==> src/ncd_pkg.sv <==
package ncd_pkg;
    // Register map (byte addresses on a 32-bit classic Wishbone)
    localparam logic [3:0] ctrl_addr      = 4'h0;
    localparam logic [3:0] state_addr     = 4'h4;
    localparam int         addr_w         = 4;
    // Field layout of the divider control register
    localparam int         loaded_bit     = 7;
    localparam int         prescale_bit   = 6;
    localparam int         div_w          = 6;
    localparam logic [7:0] ctrl_reset     = 8'h00;
    // Prescaler ratio
    localparam logic [2:0] prescale_last  = 3'h7;
    // Memory clock range accepted by the memory (software keeps to it)
    localparam int         mem_clk_min_khz = 150;
    localparam int         mem_clk_max_khz = 200;
    // Divider phases, one-hot
    typedef enum logic [1:0] {
        ph_idle = 2'b01,
        ph_run  = 2'b10
    } ncd_phase_t;
endpackage

==> src/ncd_clock_divider.sv <==
// How it works
// - Bit 7 read-only flag sets on first divider write, any data.
// - System reset clears flag and every divider bit to zero.
// - Bits 6..0 always readable, written once after reset only.
// - Erase and program blocked while flag is 0, permitted once 1.
// - Prescale bit 6 picks bus clock or bus clock divided by 8.
// - Divider divides its input by divisor field plus one.
// - Each timing pulse lasts one bus clock cycle, one per memory clock period, except with prescale off and divisor 0, where it stays high.
// - Sequencer times each operation as whole number of pulses.
//
// Our own choices: the Wishbone slave port and the register offsets.
`timescale 1ns/100ps
`default_nettype none

module ncd_clock_divider (
    // Clock and reset
    input  wire logic        mclk,
    input  wire logic        nrst,
    // Classic Wishbone slave
    input  wire logic        wb_cyc_i,
    input  wire logic        wb_stb_i,
    input  wire logic        wb_we_i,
    input  wire logic [3:0]  wb_adr_i,
    input  wire logic [3:0]  wb_sel_i,
    input  wire logic [31:0] wb_dat_i,
    output logic      [31:0] wb_dat_o,
    output logic             wb_ack_o,
    output logic             wb_err_o,
    // Sequencer side
    input  wire logic        pe_request,
    input  wire logic [15:0] pe_pulse_count,
    output logic             pe_enable,
    output logic             nvm_internal_clock,
    output logic             timing_pulse,
    output logic             pe_busy,
    output logic             pe_done
);

    logic [1:0] rst_sync_reg;
    logic       rst_n;

    always_ff @(posedge mclk or negedge nrst) begin
        if (!nrst) begin
            rst_sync_reg <= 2'b00;
        end else begin
            rst_sync_reg <= {rst_sync_reg[0], 1'b1};
        end
    end
    assign rst_n = rst_sync_reg[1];

    // Bus decode
    logic req;
    logic hit_ctrl;
    logic hit_state;
    logic ctrl_wr;
    assign req       = wb_cyc_i && wb_stb_i && !wb_ack_o && !wb_err_o;
    function automatic logic addr_hit(input logic [ncd_pkg::addr_w-1:0] a,
                                      input logic [ncd_pkg::addr_w-1:0] base);
        return (a == base);
    endfunction
    assign hit_ctrl  = addr_hit(wb_adr_i, ncd_pkg::ctrl_addr);
    assign hit_state = addr_hit(wb_adr_i, ncd_pkg::state_addr);
    assign ctrl_wr   = req && hit_ctrl && wb_we_i && wb_sel_i[0];

    // Divider register
    logic                      loaded_reg;
    logic                      prescale_reg;
    logic [ncd_pkg::div_w-1:0] divisor_reg;
    logic [7:0]                ctrl_view;

    always_ff @(posedge mclk or negedge rst_n) begin
        if (!rst_n) begin
            loaded_reg   <= 1'b0;
            prescale_reg <= 1'b0;
            divisor_reg  <= '0;
        end else if (ctrl_wr && !loaded_reg) begin
            loaded_reg   <= 1'b1;
            prescale_reg <= wb_dat_i[ncd_pkg::prescale_bit];
            divisor_reg  <= wb_dat_i[ncd_pkg::div_w-1:0];
        end
    end
    assign ctrl_view = {loaded_reg, prescale_reg, divisor_reg};

    // Bus answer, one cycle after the request
    logic [31:0] rd_next;
    logic        ack_next;
    logic        err_next;
    assign ack_next = req && (hit_ctrl || hit_state);
    assign err_next = req && !(hit_ctrl || hit_state);
    assign rd_next  = hit_ctrl  ? {24'h00_0000, ctrl_view} :
                      hit_state ? {29'h0000_0000, pe_done, pe_busy, pe_enable} :
                                  32'h0000_0000;

    always_ff @(posedge mclk or negedge rst_n) begin
        if (!rst_n) begin
            wb_ack_o <= 1'b0;
            wb_err_o <= 1'b0;
            wb_dat_o <= 32'h0000_0000;
        end else begin
            wb_ack_o <= ack_next;
            wb_err_o <= err_next;
            wb_dat_o <= rd_next;
        end
    end

    // Prescaler: one enable in eight when selected
    logic [2:0] pre_reg;
    logic       div_tick;
    always_ff @(posedge mclk or negedge rst_n) begin
        if (!rst_n) begin
            pre_reg <= 3'h0;
        end else begin
            pre_reg <= (pre_reg == ncd_pkg::prescale_last) ? 3'h0 : pre_reg + 3'h1;
        end
    end
    assign div_tick = prescale_reg ? (pre_reg == ncd_pkg::prescale_last) : 1'b1;

    // Divide by field plus one; one pulse per memory clock period
    logic [ncd_pkg::div_w-1:0] div_cnt_reg;
    logic [ncd_pkg::div_w-1:0] div_cnt_next;
    logic                      div_wrap;
    logic                      mem_clk_next;
    assign div_wrap     = div_tick && (div_cnt_reg == divisor_reg);
    assign div_cnt_next = div_wrap ? '0 :
                          div_tick ? div_cnt_reg + 1'b1 :
                                     div_cnt_reg;
    // High in the upper half of the count; a zero divisor leaves it low
    assign mem_clk_next = (div_cnt_next > (divisor_reg >> 1));

    always_ff @(posedge mclk or negedge rst_n) begin
        if (!rst_n) begin
            div_cnt_reg        <= '0;
            nvm_internal_clock <= 1'b0;
            timing_pulse       <= 1'b0;
        end else begin
            div_cnt_reg        <= div_cnt_next;
            nvm_internal_clock <= mem_clk_next;
            timing_pulse       <= div_wrap && loaded_reg;
        end
    end

    assign pe_enable = loaded_reg;

    // Sequencer timing in whole pulses
    ncd_pkg::ncd_phase_t phase_reg;
    logic [15:0]         left_reg;
    always_ff @(posedge mclk or negedge rst_n) begin
        if (!rst_n) begin
            phase_reg <= ncd_pkg::ph_idle;
            left_reg  <= 16'h0000;
            pe_done   <= 1'b0;
        end else begin
            pe_done <= 1'b0;
            case (phase_reg)
                ncd_pkg::ph_idle: begin
                    if (pe_request && loaded_reg && pe_pulse_count != 16'h0000) begin
                        phase_reg <= ncd_pkg::ph_run;
                        left_reg  <= pe_pulse_count;
                    end
                end
                ncd_pkg::ph_run: begin
                    if (timing_pulse) begin
                        if (left_reg == 16'h0001) begin
                            phase_reg <= ncd_pkg::ph_idle;
                            pe_done   <= 1'b1;
                        end
                        left_reg <= left_reg - 16'h0001;
                    end
                end
                default: phase_reg <= ncd_pkg::ph_idle;
            endcase
        end
    end
    assign pe_busy = (phase_reg == ncd_pkg::ph_run);

    // Checks
    write_once_a: assert property (@(posedge mclk) disable iff (!rst_n)
        loaded_reg |=> ($stable(prescale_reg) && $stable(divisor_reg) && loaded_reg))
        else $error("divider settings changed after load");
    first_write_a: assert property (@(posedge mclk) disable iff (!rst_n)
        (ctrl_wr && !loaded_reg) |=> (loaded_reg && divisor_reg == $past(wb_dat_i[ncd_pkg::div_w-1:0])))
        else $error("first write did not load divider");
    flag_reset_a: assert property (@(posedge mclk)
        !rst_n |-> (ctrl_view == ncd_pkg::ctrl_reset))
        else $error("divider register not cleared by reset");
    pe_block_a: assert property (@(posedge mclk) disable iff (!rst_n)
        !loaded_reg |-> (!pe_busy && !timing_pulse && !pe_enable))
        else $error("erase or program allowed before load");
    read_back_a: assert property (@(posedge mclk) disable iff (!rst_n)
        (req && hit_ctrl && !wb_we_i) |=> (wb_ack_o && wb_dat_o[7:0] == $past(ctrl_view)))
        else $error("divider register read wrong");
    prescale_a: assert property (@(posedge mclk) disable iff (!rst_n)
        (prescale_reg && div_tick) |=> !div_tick[*7])
        else $error("prescaler ticks too often");
    divide_a: assert property (@(posedge mclk) disable iff (!rst_n)
        (!prescale_reg && loaded_reg && divisor_reg == 6'h03 && div_wrap) |=> !div_wrap[*3] ##1 div_wrap)
        else $error("divider ratio wrong");
    pulse_len_a: assert property (@(posedge mclk) disable iff (!rst_n)
        (timing_pulse && (prescale_reg || divisor_reg != 6'h00)) |=> !timing_pulse)
        else $error("timing pulse wider than one cycle");
    done_count_a: assert property (@(posedge mclk) disable iff (!rst_n)
        pe_done |-> $past(timing_pulse) && $past(left_reg) == 16'h0001)
        else $error("operation ended off a pulse boundary");

    // Bus answer
    ack_one_cycle_a: assert property (@(posedge mclk) disable iff (!rst_n)
        wb_ack_o
        |=> !wb_ack_o)
        else $error("ack held longer than one cycle");
    err_one_cycle_a: assert property (@(posedge mclk) disable iff (!rst_n)
        wb_err_o
        |=> !wb_err_o)
        else $error("err held longer than one cycle");
    ack_err_excl_a: assert property (@(posedge mclk) disable iff (!rst_n)
        wb_ack_o
        |-> !wb_err_o)
        else $error("ack and err together");
    ack_timing_a: assert property (@(posedge mclk) disable iff (!rst_n)
        (req && (hit_ctrl || hit_state))
        |=> (wb_ack_o && !wb_err_o))
        else $error("mapped request not acked next cycle");
    err_unmapped_a: assert property (@(posedge mclk) disable iff (!rst_n)
        (req && !(hit_ctrl || hit_state))
        |=> (wb_err_o && !wb_ack_o))
        else $error("unmapped request not refused");
    status_read_a: assert property (@(posedge mclk) disable iff (!rst_n)
        (req && hit_state && !wb_we_i)
        |=> (wb_dat_o[2:0] == $past({pe_done, pe_busy, pe_enable})))
        else $error("status read wrong");
    upper_zero_a: assert property (@(posedge mclk) disable iff (!rst_n)
        wb_ack_o
        |-> (wb_dat_o[31:8] == 24'h00_0000))
        else $error("unused read bits not zero");

    // Divider register, then outputs at reset
    late_write_a: assert property (@(posedge mclk) disable iff (!rst_n)
        (ctrl_wr && loaded_reg)
        |=> (ctrl_view == $past(ctrl_view)))
        else $error("later write changed the divider register");
    prescale_load_a: assert property (@(posedge mclk) disable iff (!rst_n)
        (ctrl_wr && !loaded_reg)
        |=> (prescale_reg == $past(wb_dat_i[ncd_pkg::prescale_bit])))
        else $error("prescale bit not loaded");
    state_write_a: assert property (@(posedge mclk) disable iff (!rst_n)
        (req && hit_state && wb_we_i)
        |=> $stable(ctrl_view))
        else $error("status write changed the divider register");
    outputs_reset_a: assert property (@(posedge mclk)
        !rst_n
        |-> (!wb_ack_o && !pe_busy && !pe_enable && !timing_pulse))
        else $error("outputs not cleared by reset");

    // Divider
    pre_period_a: assert property (@(posedge mclk) disable iff (!rst_n)
        (prescale_reg && div_tick)
        |=> !div_tick[*7] ##1 div_tick)
        else $error("prescaler period not eight");
    count_range_a: assert property (@(posedge mclk) disable iff (!rst_n)
        1'b1
        |-> (div_cnt_reg <= divisor_reg))
        else $error("divider count beyond divisor");
    clock_low_a: assert property (@(posedge mclk) disable iff (!rst_n)
        (div_wrap && divisor_reg != 6'h00)
        |=> !nvm_internal_clock)
        else $error("memory clock not low at period start");
    pulse_period_a: assert property (@(posedge mclk) disable iff (!rst_n)
        (timing_pulse && !prescale_reg && divisor_reg == 6'h03)
        |=> !timing_pulse[*3] ##1 timing_pulse)
        else $error("timing pulse period wrong");
    pulse_load_a: assert property (@(posedge mclk) disable iff (!rst_n)
        (div_wrap && loaded_reg)
        |=> timing_pulse)
        else $error("timing pulse missing at period end");

    // Sequencer
    start_gate_a: assert property (@(posedge mclk) disable iff (!rst_n)
        (pe_request && !loaded_reg)
        |=> !pe_busy)
        else $error("operation started before load");
    start_a: assert property (@(posedge mclk) disable iff (!rst_n)
        (!pe_busy && pe_request && loaded_reg && pe_pulse_count != 16'h0000)
        |=> pe_busy)
        else $error("permitted request not taken");
    zero_count_a: assert property (@(posedge mclk) disable iff (!rst_n)
        (!pe_busy && pe_pulse_count == 16'h0000)
        |=> !pe_busy)
        else $error("empty operation started");
    done_pulse_a: assert property (@(posedge mclk) disable iff (!rst_n)
        pe_done
        |=> !pe_done)
        else $error("done held longer than one cycle");
    done_idle_a: assert property (@(posedge mclk) disable iff (!rst_n)
        pe_done
        |-> !pe_busy)
        else $error("busy still high at done");
    left_nonzero_a: assert property (@(posedge mclk) disable iff (!rst_n)
        pe_busy
        |-> (left_reg != 16'h0000))
        else $error("busy with no pulses left");
    busy_hold_a: assert property (@(posedge mclk) disable iff (!rst_n)
        (pe_busy && !timing_pulse)
        |=> pe_busy)
        else $error("operation ended without a pulse");

endmodule

`default_nettype wire

==> config.mk <==
export PLATFORM = sky130hd
export DESIGN_NAME = ncd_clock_divider
export DESIGN_NICKNAME = d
export VERILOG_FILES = /design/src/ncd_pkg.sv /design/src/ncd_clock_divider.sv
export SDC_FILE = /design/constraint.sdc
export NUM_CORES = 1
export LEC_CHECK = 0
export BUFFER_PORTS_ARGS = -buffer_cell sky130_fd_sc_hd__buf_2
export CELL_PAD_IN_SITES_DETAIL_PLACEMENT = 0
export CELL_PAD_IN_SITES_GLOBAL_PLACEMENT = 1
export CORE_MARGIN = 8
export CORE_UTILIZATION = 39
export DETAILED_ROUTE_END_ITERATION = 12
export PLACE_DENSITY_LB_ADDON = 0.1
export REMOVE_ABC_BUFFERS = 1
export SYNTH_ARGS = -nofsm -noshare
export SYNTH_HDL_FRONTEND = slang
export SYNTH_SLANG_ARGS = --single-unit
==> constraint.sdc <==
create_clock -name mclk -period 4.57 [get_ports mclk]
set_input_delay 0.914 -clock mclk [delete_from_list [all_inputs] [get_ports mclk]]
set_output_delay 0.914 -clock mclk [all_outputs]
set_load 0.1 [all_outputs]
=== Word-level counts from Yosys, hierarchy flattened ===
Cells that the tools add are included.

* Add/subtract/negate cells: 3
* Multiply operators: 0
* Divide/modulo/power cells: 0
* Order comparisons: 1
* Equal/unequal tests: 9
* Shift operators: 0
* Muxes and demuxes: 16
* Bitwise gates (word level): 0
* Reductions and logical operators: 23

{| class="wikitable"
|+ Operators by type and width
! kind !! count
|-
| 2-to-1 mux 16 bit || 2
|-
| case mux 16 bit (2 select lines) || 1
|-
| equality test 16 x 1 -> 1 bit (second input constant) || 1
|-
| nonzero test 16 bit || 1
|-
| subtractor 16 x 1 -> 16 bit (second input constant) || 1
|-
| logical AND 1 bit || 13
|-
| 2-to-1 mux 6 bit || 2
|-
| 2-to-1 mux 8 bit || 1
|-
| adder 6 x 1 -> 6 bit (second input constant) || 1
|-
| equality test 6 bit || 1
|-
| > comparator 6 x 5 -> 1 bit || 1
|-
| 2-to-1 mux 2 bit || 3
|-
| 2-to-1 mux 3 bit || 2
|-
| AND reduction 3 bit || 2
|-
| equality test 4 x 3 -> 1 bit (second input constant) || 1
|-
| logical NOT 1 bit || 4
|-
| logical NOT 4 bit || 1
|-
| 2-to-1 mux 1 bit || 4
|-
| != test 2 bit (second input constant) || 2
|-
| case mux 2 bit (2 select lines) || 1
|-
| adder 3 x 1 -> 3 bit (second input constant) || 1
|-
| equality test 3 bit (second input constant) || 1
|-
| equality test 2 x 1 -> 1 bit (second input constant) || 1
|-
| equality test 2 bit (second input constant) || 1
|-
| other kinds (3) || 3
|}

* Register bits: 50
* Bits in latches: 0
* Memory bits (writable): 0
* ROM bits: 0
* Bits of input ports: 62
* Output and inout bits: 39
* Logic and storage cells: 66
* Memories kept: 0

=== Logic depth before layout (Yosys ltp) ===
* Word-level depth: 7
* Depth in mapped cells: 13
* Depth with buffers taken out: 12

=== Worst setup path after synthesis ===
No wires, ideal clock.

* Kind: reg2reg
* Start: register pre_reg[0]
* End: register nvm_internal_clock
* Library setup time: 0.156 ns
* Arrival time: 2.674 ns
* Required time: 4.414 ns
* Setup slack: 1.740 ns
* Cell stages (with the launch flop): 14
* Path buffers: 1
* Clock period less this slack: 2.830 ns
* Cells stage by stage: dfrtp_1 -> ha_1 -> ha_1 -> nand2b_1 -> clkbuf_1 -> nand4_1 -> nor4_1 -> nor2_1 -> ha_1 -> nor2b_1 -> o21ai_0 -> nand2b_1 -> a211oi_1 -> o22ai_1

* Longest elaborated chain between the ends: 5
* Elaborated cells between the ends (all ways): 6
* Those cells by class: 1 x order compare; 1 x eq/ne; 3 x mux; 1 x reduce/logical

{| class="wikitable"
|+ RTL lines
! element !! line !! RTL
|-
| start: declaration || ncd_clock_divider.sv:107 || <nowiki>logic [2:0] pre_reg;</nowiki>
|-
| start signal: assignment || ncd_clock_divider.sv:113 || <nowiki>pre_reg <= (pre_reg == ncd_pkg::prescale_last) ? 3'h0 : pre_reg + 3'h1;</nowiki>
|-
| equality test 3 bit * || ncd_clock_divider.sv:116 || <nowiki>assign div_tick = prescale_reg ? (pre_reg == ncd_pkg::prescale_last) : 1'b1;</nowiki>
|-
| 2-to-1 mux 1 bit * || ncd_clock_divider.sv:116 ||
|-
| 2-to-1 mux 6 bit / logical AND 1 bit (equally long branches) || ncd_clock_divider.sv:125, ncd_clock_divider.sv:123 ||
|-
| 2-to-1 mux 6 bit * || ncd_clock_divider.sv:124 || <nowiki>assign div_cnt_next = div_wrap ? '0 :</nowiki>
|-
| via div_cnt_next, one bit || ncd_clock_divider.sv:120 || <nowiki>logic [ncd_pkg::div_w-1:0] div_cnt_next;</nowiki>
|-
| > comparator 6 x 5 -> 1 bit * || ncd_clock_divider.sv:128 || <nowiki>assign mem_clk_next = (div_cnt_next > (divisor_reg >> 1));</nowiki>
|-
| via mem_clk_next || ncd_clock_divider.sv:122 || <nowiki>logic mem_clk_next;</nowiki>
|-
| end signal: assignment || ncd_clock_divider.sv:137 || <nowiki>nvm_internal_clock <= mem_clk_next;</nowiki>
|-
| end: declaration || ncd_clock_divider.sv:33 || <nowiki>output logic nvm_internal_clock,</nowiki>
|}

Mark *: on every way through the listed nets, which the timed path passes. The rest lies on a longest branch.
A chain may end at the register's enable or synchronous reset.

=== Final worst setup path ===
* Start: register phase_reg[0]
* End: output port pe_busy

* Longest elaborated chain between the ends: 1

{| class="wikitable"
|+ RTL lines
! element !! line !! RTL
|-
| start: declaration || ncd_clock_divider.sv:145 || <nowiki>ncd_pkg::ncd_phase_t phase_reg;</nowiki>
|-
| start signal: assignment || ncd_clock_divider.sv:149 || <nowiki>phase_reg <= ncd_pkg::ph_idle;</nowiki>
|-
| start signal: assignment || ncd_clock_divider.sv:157 || <nowiki>phase_reg <= ncd_pkg::ph_run;</nowiki>
|-
| start signal: assignment || ncd_clock_divider.sv:164 || <nowiki>phase_reg <= ncd_pkg::ph_idle;</nowiki>
|-
| equality test 2 bit || ncd_clock_divider.sv:174 || <nowiki>assign pe_busy = (phase_reg == ncd_pkg::ph_run);</nowiki>
|-
| end: declaration || ncd_clock_divider.sv:35 || <nowiki>output logic pe_busy,</nowiki>
|}

Every way passes these cells.

==> impl_metrics.csv <==
group,metric,value,unit
sta,layout_setup_ws,1330,ps
sta,tcrit_tclk_final,71.0,%
routing,detail_route.drc_violations,0,
logic_synthesis,synth_simple_gate_area_share,18.4,%
logic_synthesis,synthDominantCellAreaShare,45.1,%
global_route,grt_util_all_layers,13.3,%
power_and_ir_drop,p_seq_share,45.9,%
logic_synthesis,synthesis.instances,274,
clock_network,inserted_clock_buffers,5,
global_route,first_global_vias,2161,
sta,worst_pin_slew,1060,ps
final_layout,instances_no_fill,402,
worst_setup_path,critPathKind,"flip-flop to output port",
final_layout,flip_flop_count_of_the_largest_register_after_layout,16,
routing,number_of_drc_violations_after_detailed_routing_iteration_0,48,
routing,final_antenna_net_count,0,
clock_network,cts_htree_levels,2,
power_and_ir_drop,power_per_cell_area,493,mW/mm²
placed_design,post-place-cells,394,
clock_network,cts_root_buf,"clkbuf_8",
final_layout,fin_nets,393,
sta,fin_worst_hold_slack,363,ps
logic_synthesis,synth.area.mux_share,4.37,%
placed_design,place.detailed.hpwl,4700,µm
final_layout,layout-area-overhead-vs-synth,12.0,%
logic_synthesis,synth-compound-area-share,13.4,%
final_layout,final_layout_size_suffix_gt1_share,23.9,%
clock_network,cts_tree,"done",
logic_synthesis,post_synthesis_cell_area,0.00272,mm²
sta,rsz_0062_raised_after_global_routing,"no",
die,placement_rows,30,
worst_setup_path,cpMaxStageDelayCell,"clkinv_1",
worst_setup_path,endpoint_kind,"output port",
clock_network,post_cts_resize_count,0,
clock_network,number_of_buffers_on_the_longest_clock_path,2,
die,num_io_pins,101,
logic_synthesis,most_frequent_cell_after_synthesis,"dfrtp_1",
logic_synthesis,post-synth-top-area-cell,"dfrtp_1",
sta,setup_viol,0,
logic_synthesis,yosys_register_bits,50,
worst_setup_path,reg2reg_setup_slack,1620,ps
run,maxCapViolations,0,
routing,drtPass1Iterations,4,
die,floorplan_die_width,99.5,µm
power_and_ir_drop,switching_share,42.7,%
worst_hold_path,hp-class,"input port to async pin",
clock_network,post_cts_buffers,0,
power_and_ir_drop,intPower,0.860,mW
power_and_ir_drop,comb_power_share,35.5,%
final_layout,n_antenna_cell,0,
sta,worst_slew_margin_rel,29.3,%
routing,avgRoutedWirePerCell,15.4,µm
power_and_ir_drop,power,1.50,mW
worst_setup_path,cp_slowest_stage_delay,620,ps
die,fp.coreArea,0.00676,mm²
power_and_ir_drop,switchingPower,0.641,mW
clock_network,worstSkewPairLatency,310,ps
logic_synthesis,yosys.area_share.xor_xnor,3.54,%
clock_network,clkSlewWorstSetupHoldPaths,100,ps
sta,finalCriticalPeriod,3240,ps
final_layout,final_core_occ,45.1,%
placed_design,gp_routability_congestion,0.755,
sta,skew,7.63,ps
logic_synthesis,synth_enable_flop_cells,0,
die,effective_utilization_at_floorplan,40.3,%
final_layout,final_design_area_no_fill,0.00305,mm²
global_route,grt_start_max_net_pins,49,
logic_synthesis,synth_top_family_by_area,"simple AND/OR/NAND/NOR gates",
clock_network,hold_buffers,0,
status,outcome,"finished clean",
logic_synthesis,synth-warning-count,0,
power_and_ir_drop,static-leakage-power,1.46,nW
placed_design,buffer_ports.inserted,48,
global_route,grt_remaining_overflow,0,
worst_setup_path,timing.critical_path.arrival,2330,ps
logic_synthesis,async_reset_ff_share,100,%
power_and_ir_drop,fraction_of_power_consumed_by_the_clock_network,18.6,%
worst_setup_path,cp.required,3660,ps
die,die-area,0.00991,mm²
logic_synthesis,synthTopCellsByArea,"dfrtp_1 45%, buf_4 6.6%, ha_1 4.6%",
routing,via_count,2068,
clock_network,clock_sink_count,50,
power_and_ir_drop,ir_drop,0.228,mV
routing,post_drt_via_cell_ratio,5.14,
logic_synthesis,yosys.area_share.adder,4.60,%
worst_setup_path,worstPathCellList,"nand2b_1 > clkinv_1 > buf_2",
placed_design,post-place-ws,1560,ps
placed_design,detailed_place.area,0.00295,mm²
sta,final_slew_violations,0,
worst_setup_path,cp_launch_type,"flip-flop",
sta,hold_violations,0,
global_route,antenna_found_initial,0,
logic_synthesis,primary_ff_master_synth,"dfrtp_1",
global_route,grt_pass1_wl,10600,µm
routing,final_routed_wirelength_across_all_metal_layers,6210,µm
logic_synthesis,proportion_of_synthesized_chip_area_in_sequential_cells,46.0,%
sta,fmax,0.308,GHz
logic_synthesis,netlist-cell-type-count,51,
worst_setup_path,crit_fanout,22,
logic_synthesis,syn-mean-instance-area,9.93,µm²
die,chipHeight,99.5,µm
sta,tns,0,ps
logic_synthesis,netlist_top_cells_count,"49 x dfrtp_1, 24 x buf_4, 24 x nor2_1",
==> layer usage <==
layer / vias to the layer above / share of wire [%] / global-route usage, %
li1: 1017 / - / -
met1: 987 / 50 / 17.3
met2: 56 / 43 / 20.5
met3: 8 / 5.2 / 3.56
met4: 0 / 1.6 / 4.89
met5: - / 0 / 0
==> path summary, 6_finish.rpt <==
check                                               start  cells after the start                    endpoint
worst max-delay path             phase_reg[0]$_DFFE_PN1P_                      3                     pe_busy
worst min-delay path                                 nrst                      1   rst_sync_reg[1]$_DFF_PN0_
worst max register to register   phase_reg[0]$_DFFE_PN1P_                      5     left_reg[8]$_DFFE_PN0P_
worst min register to register  rst_sync_reg[0]$_DFF_PN0_                      0   rst_sync_reg[1]$_DFF_PN0_
max in group asynchronous       rst_sync_reg[1]$_DFF_PN0_                      0  divisor_reg[3]$_DFFE_PN0P_
min in group mclk               rst_sync_reg[0]$_DFF_PN0_                      0   rst_sync_reg[1]$_DFF_PN0_
==> layout make-up <==
cell class | count | area, µm²
multi-input combinational | 203 | 1300
clock inverter | 3 | 28.8
inverter | 11 | 41.3
fill | 699 | 3710
tap | 80 | 100
clock buffer | 5 | 68.8
sequential | 50 | 1250
timing repair buffer | 50 | 255
==> power groups by stage <==
| stage | clock network [mW] | logic (mW) | registers (mW) |
|---|---|---|---|
| 3_5_place_dp | 0 | 0.535 | 0.699 |
| 4_1_cts | 0.290 | 0.539 | 0.690 |
| 2_1_floorplan | 0 | 0.386 | 0.718 |
| 5_1_grt | 0.308 | 0.603 | 0.713 |
| 6_report | 0.279 | 0.533 | 0.689 |
| 3_3_place_gp | 0 | 0.533 | 0.694 |
==> cell usage in the layout, fill, tap and decap left out, drive strengths merged, types with 2 or more instances in the layout <==
cell type	n
o22a	2
xor2	7
nand2	18
o22ai	9
nand4b	3
nor3	3
clkbuf	5
ha	10
conb	25
nand3	3
or3	6
dfrtp	49
buf	50
or4	2
and2	3
nand4	4
xnor2	4
inv	11
nor2b	2
a21oi	22
nand2b	4
mux2	7
o21ai	12
clkinv	3
mux2i	4
a21o	2
nor4	9
a31oi	3
nor2	25
==> logic make-up after synthesis <==
kind of cell | count (synthesis)
other | 2
flip-flops | 50
adder cells (fa/ha/maj) | 10
XOR/XNOR | 11
AO/OA/AOI/OAI | 60
AND/OR/NAND/NOR | 86
multiplexers | 11
buffers and inverters | 44
==> critical path: cells and delay by family (launching register included) <==
kind                   cells  cell delay, ps
buffers and inverters      2            1120
flip-flops                 1             530
AND/OR/NAND/NOR            1             370
No activity file was read; power rests on OpenSTA's default activity.
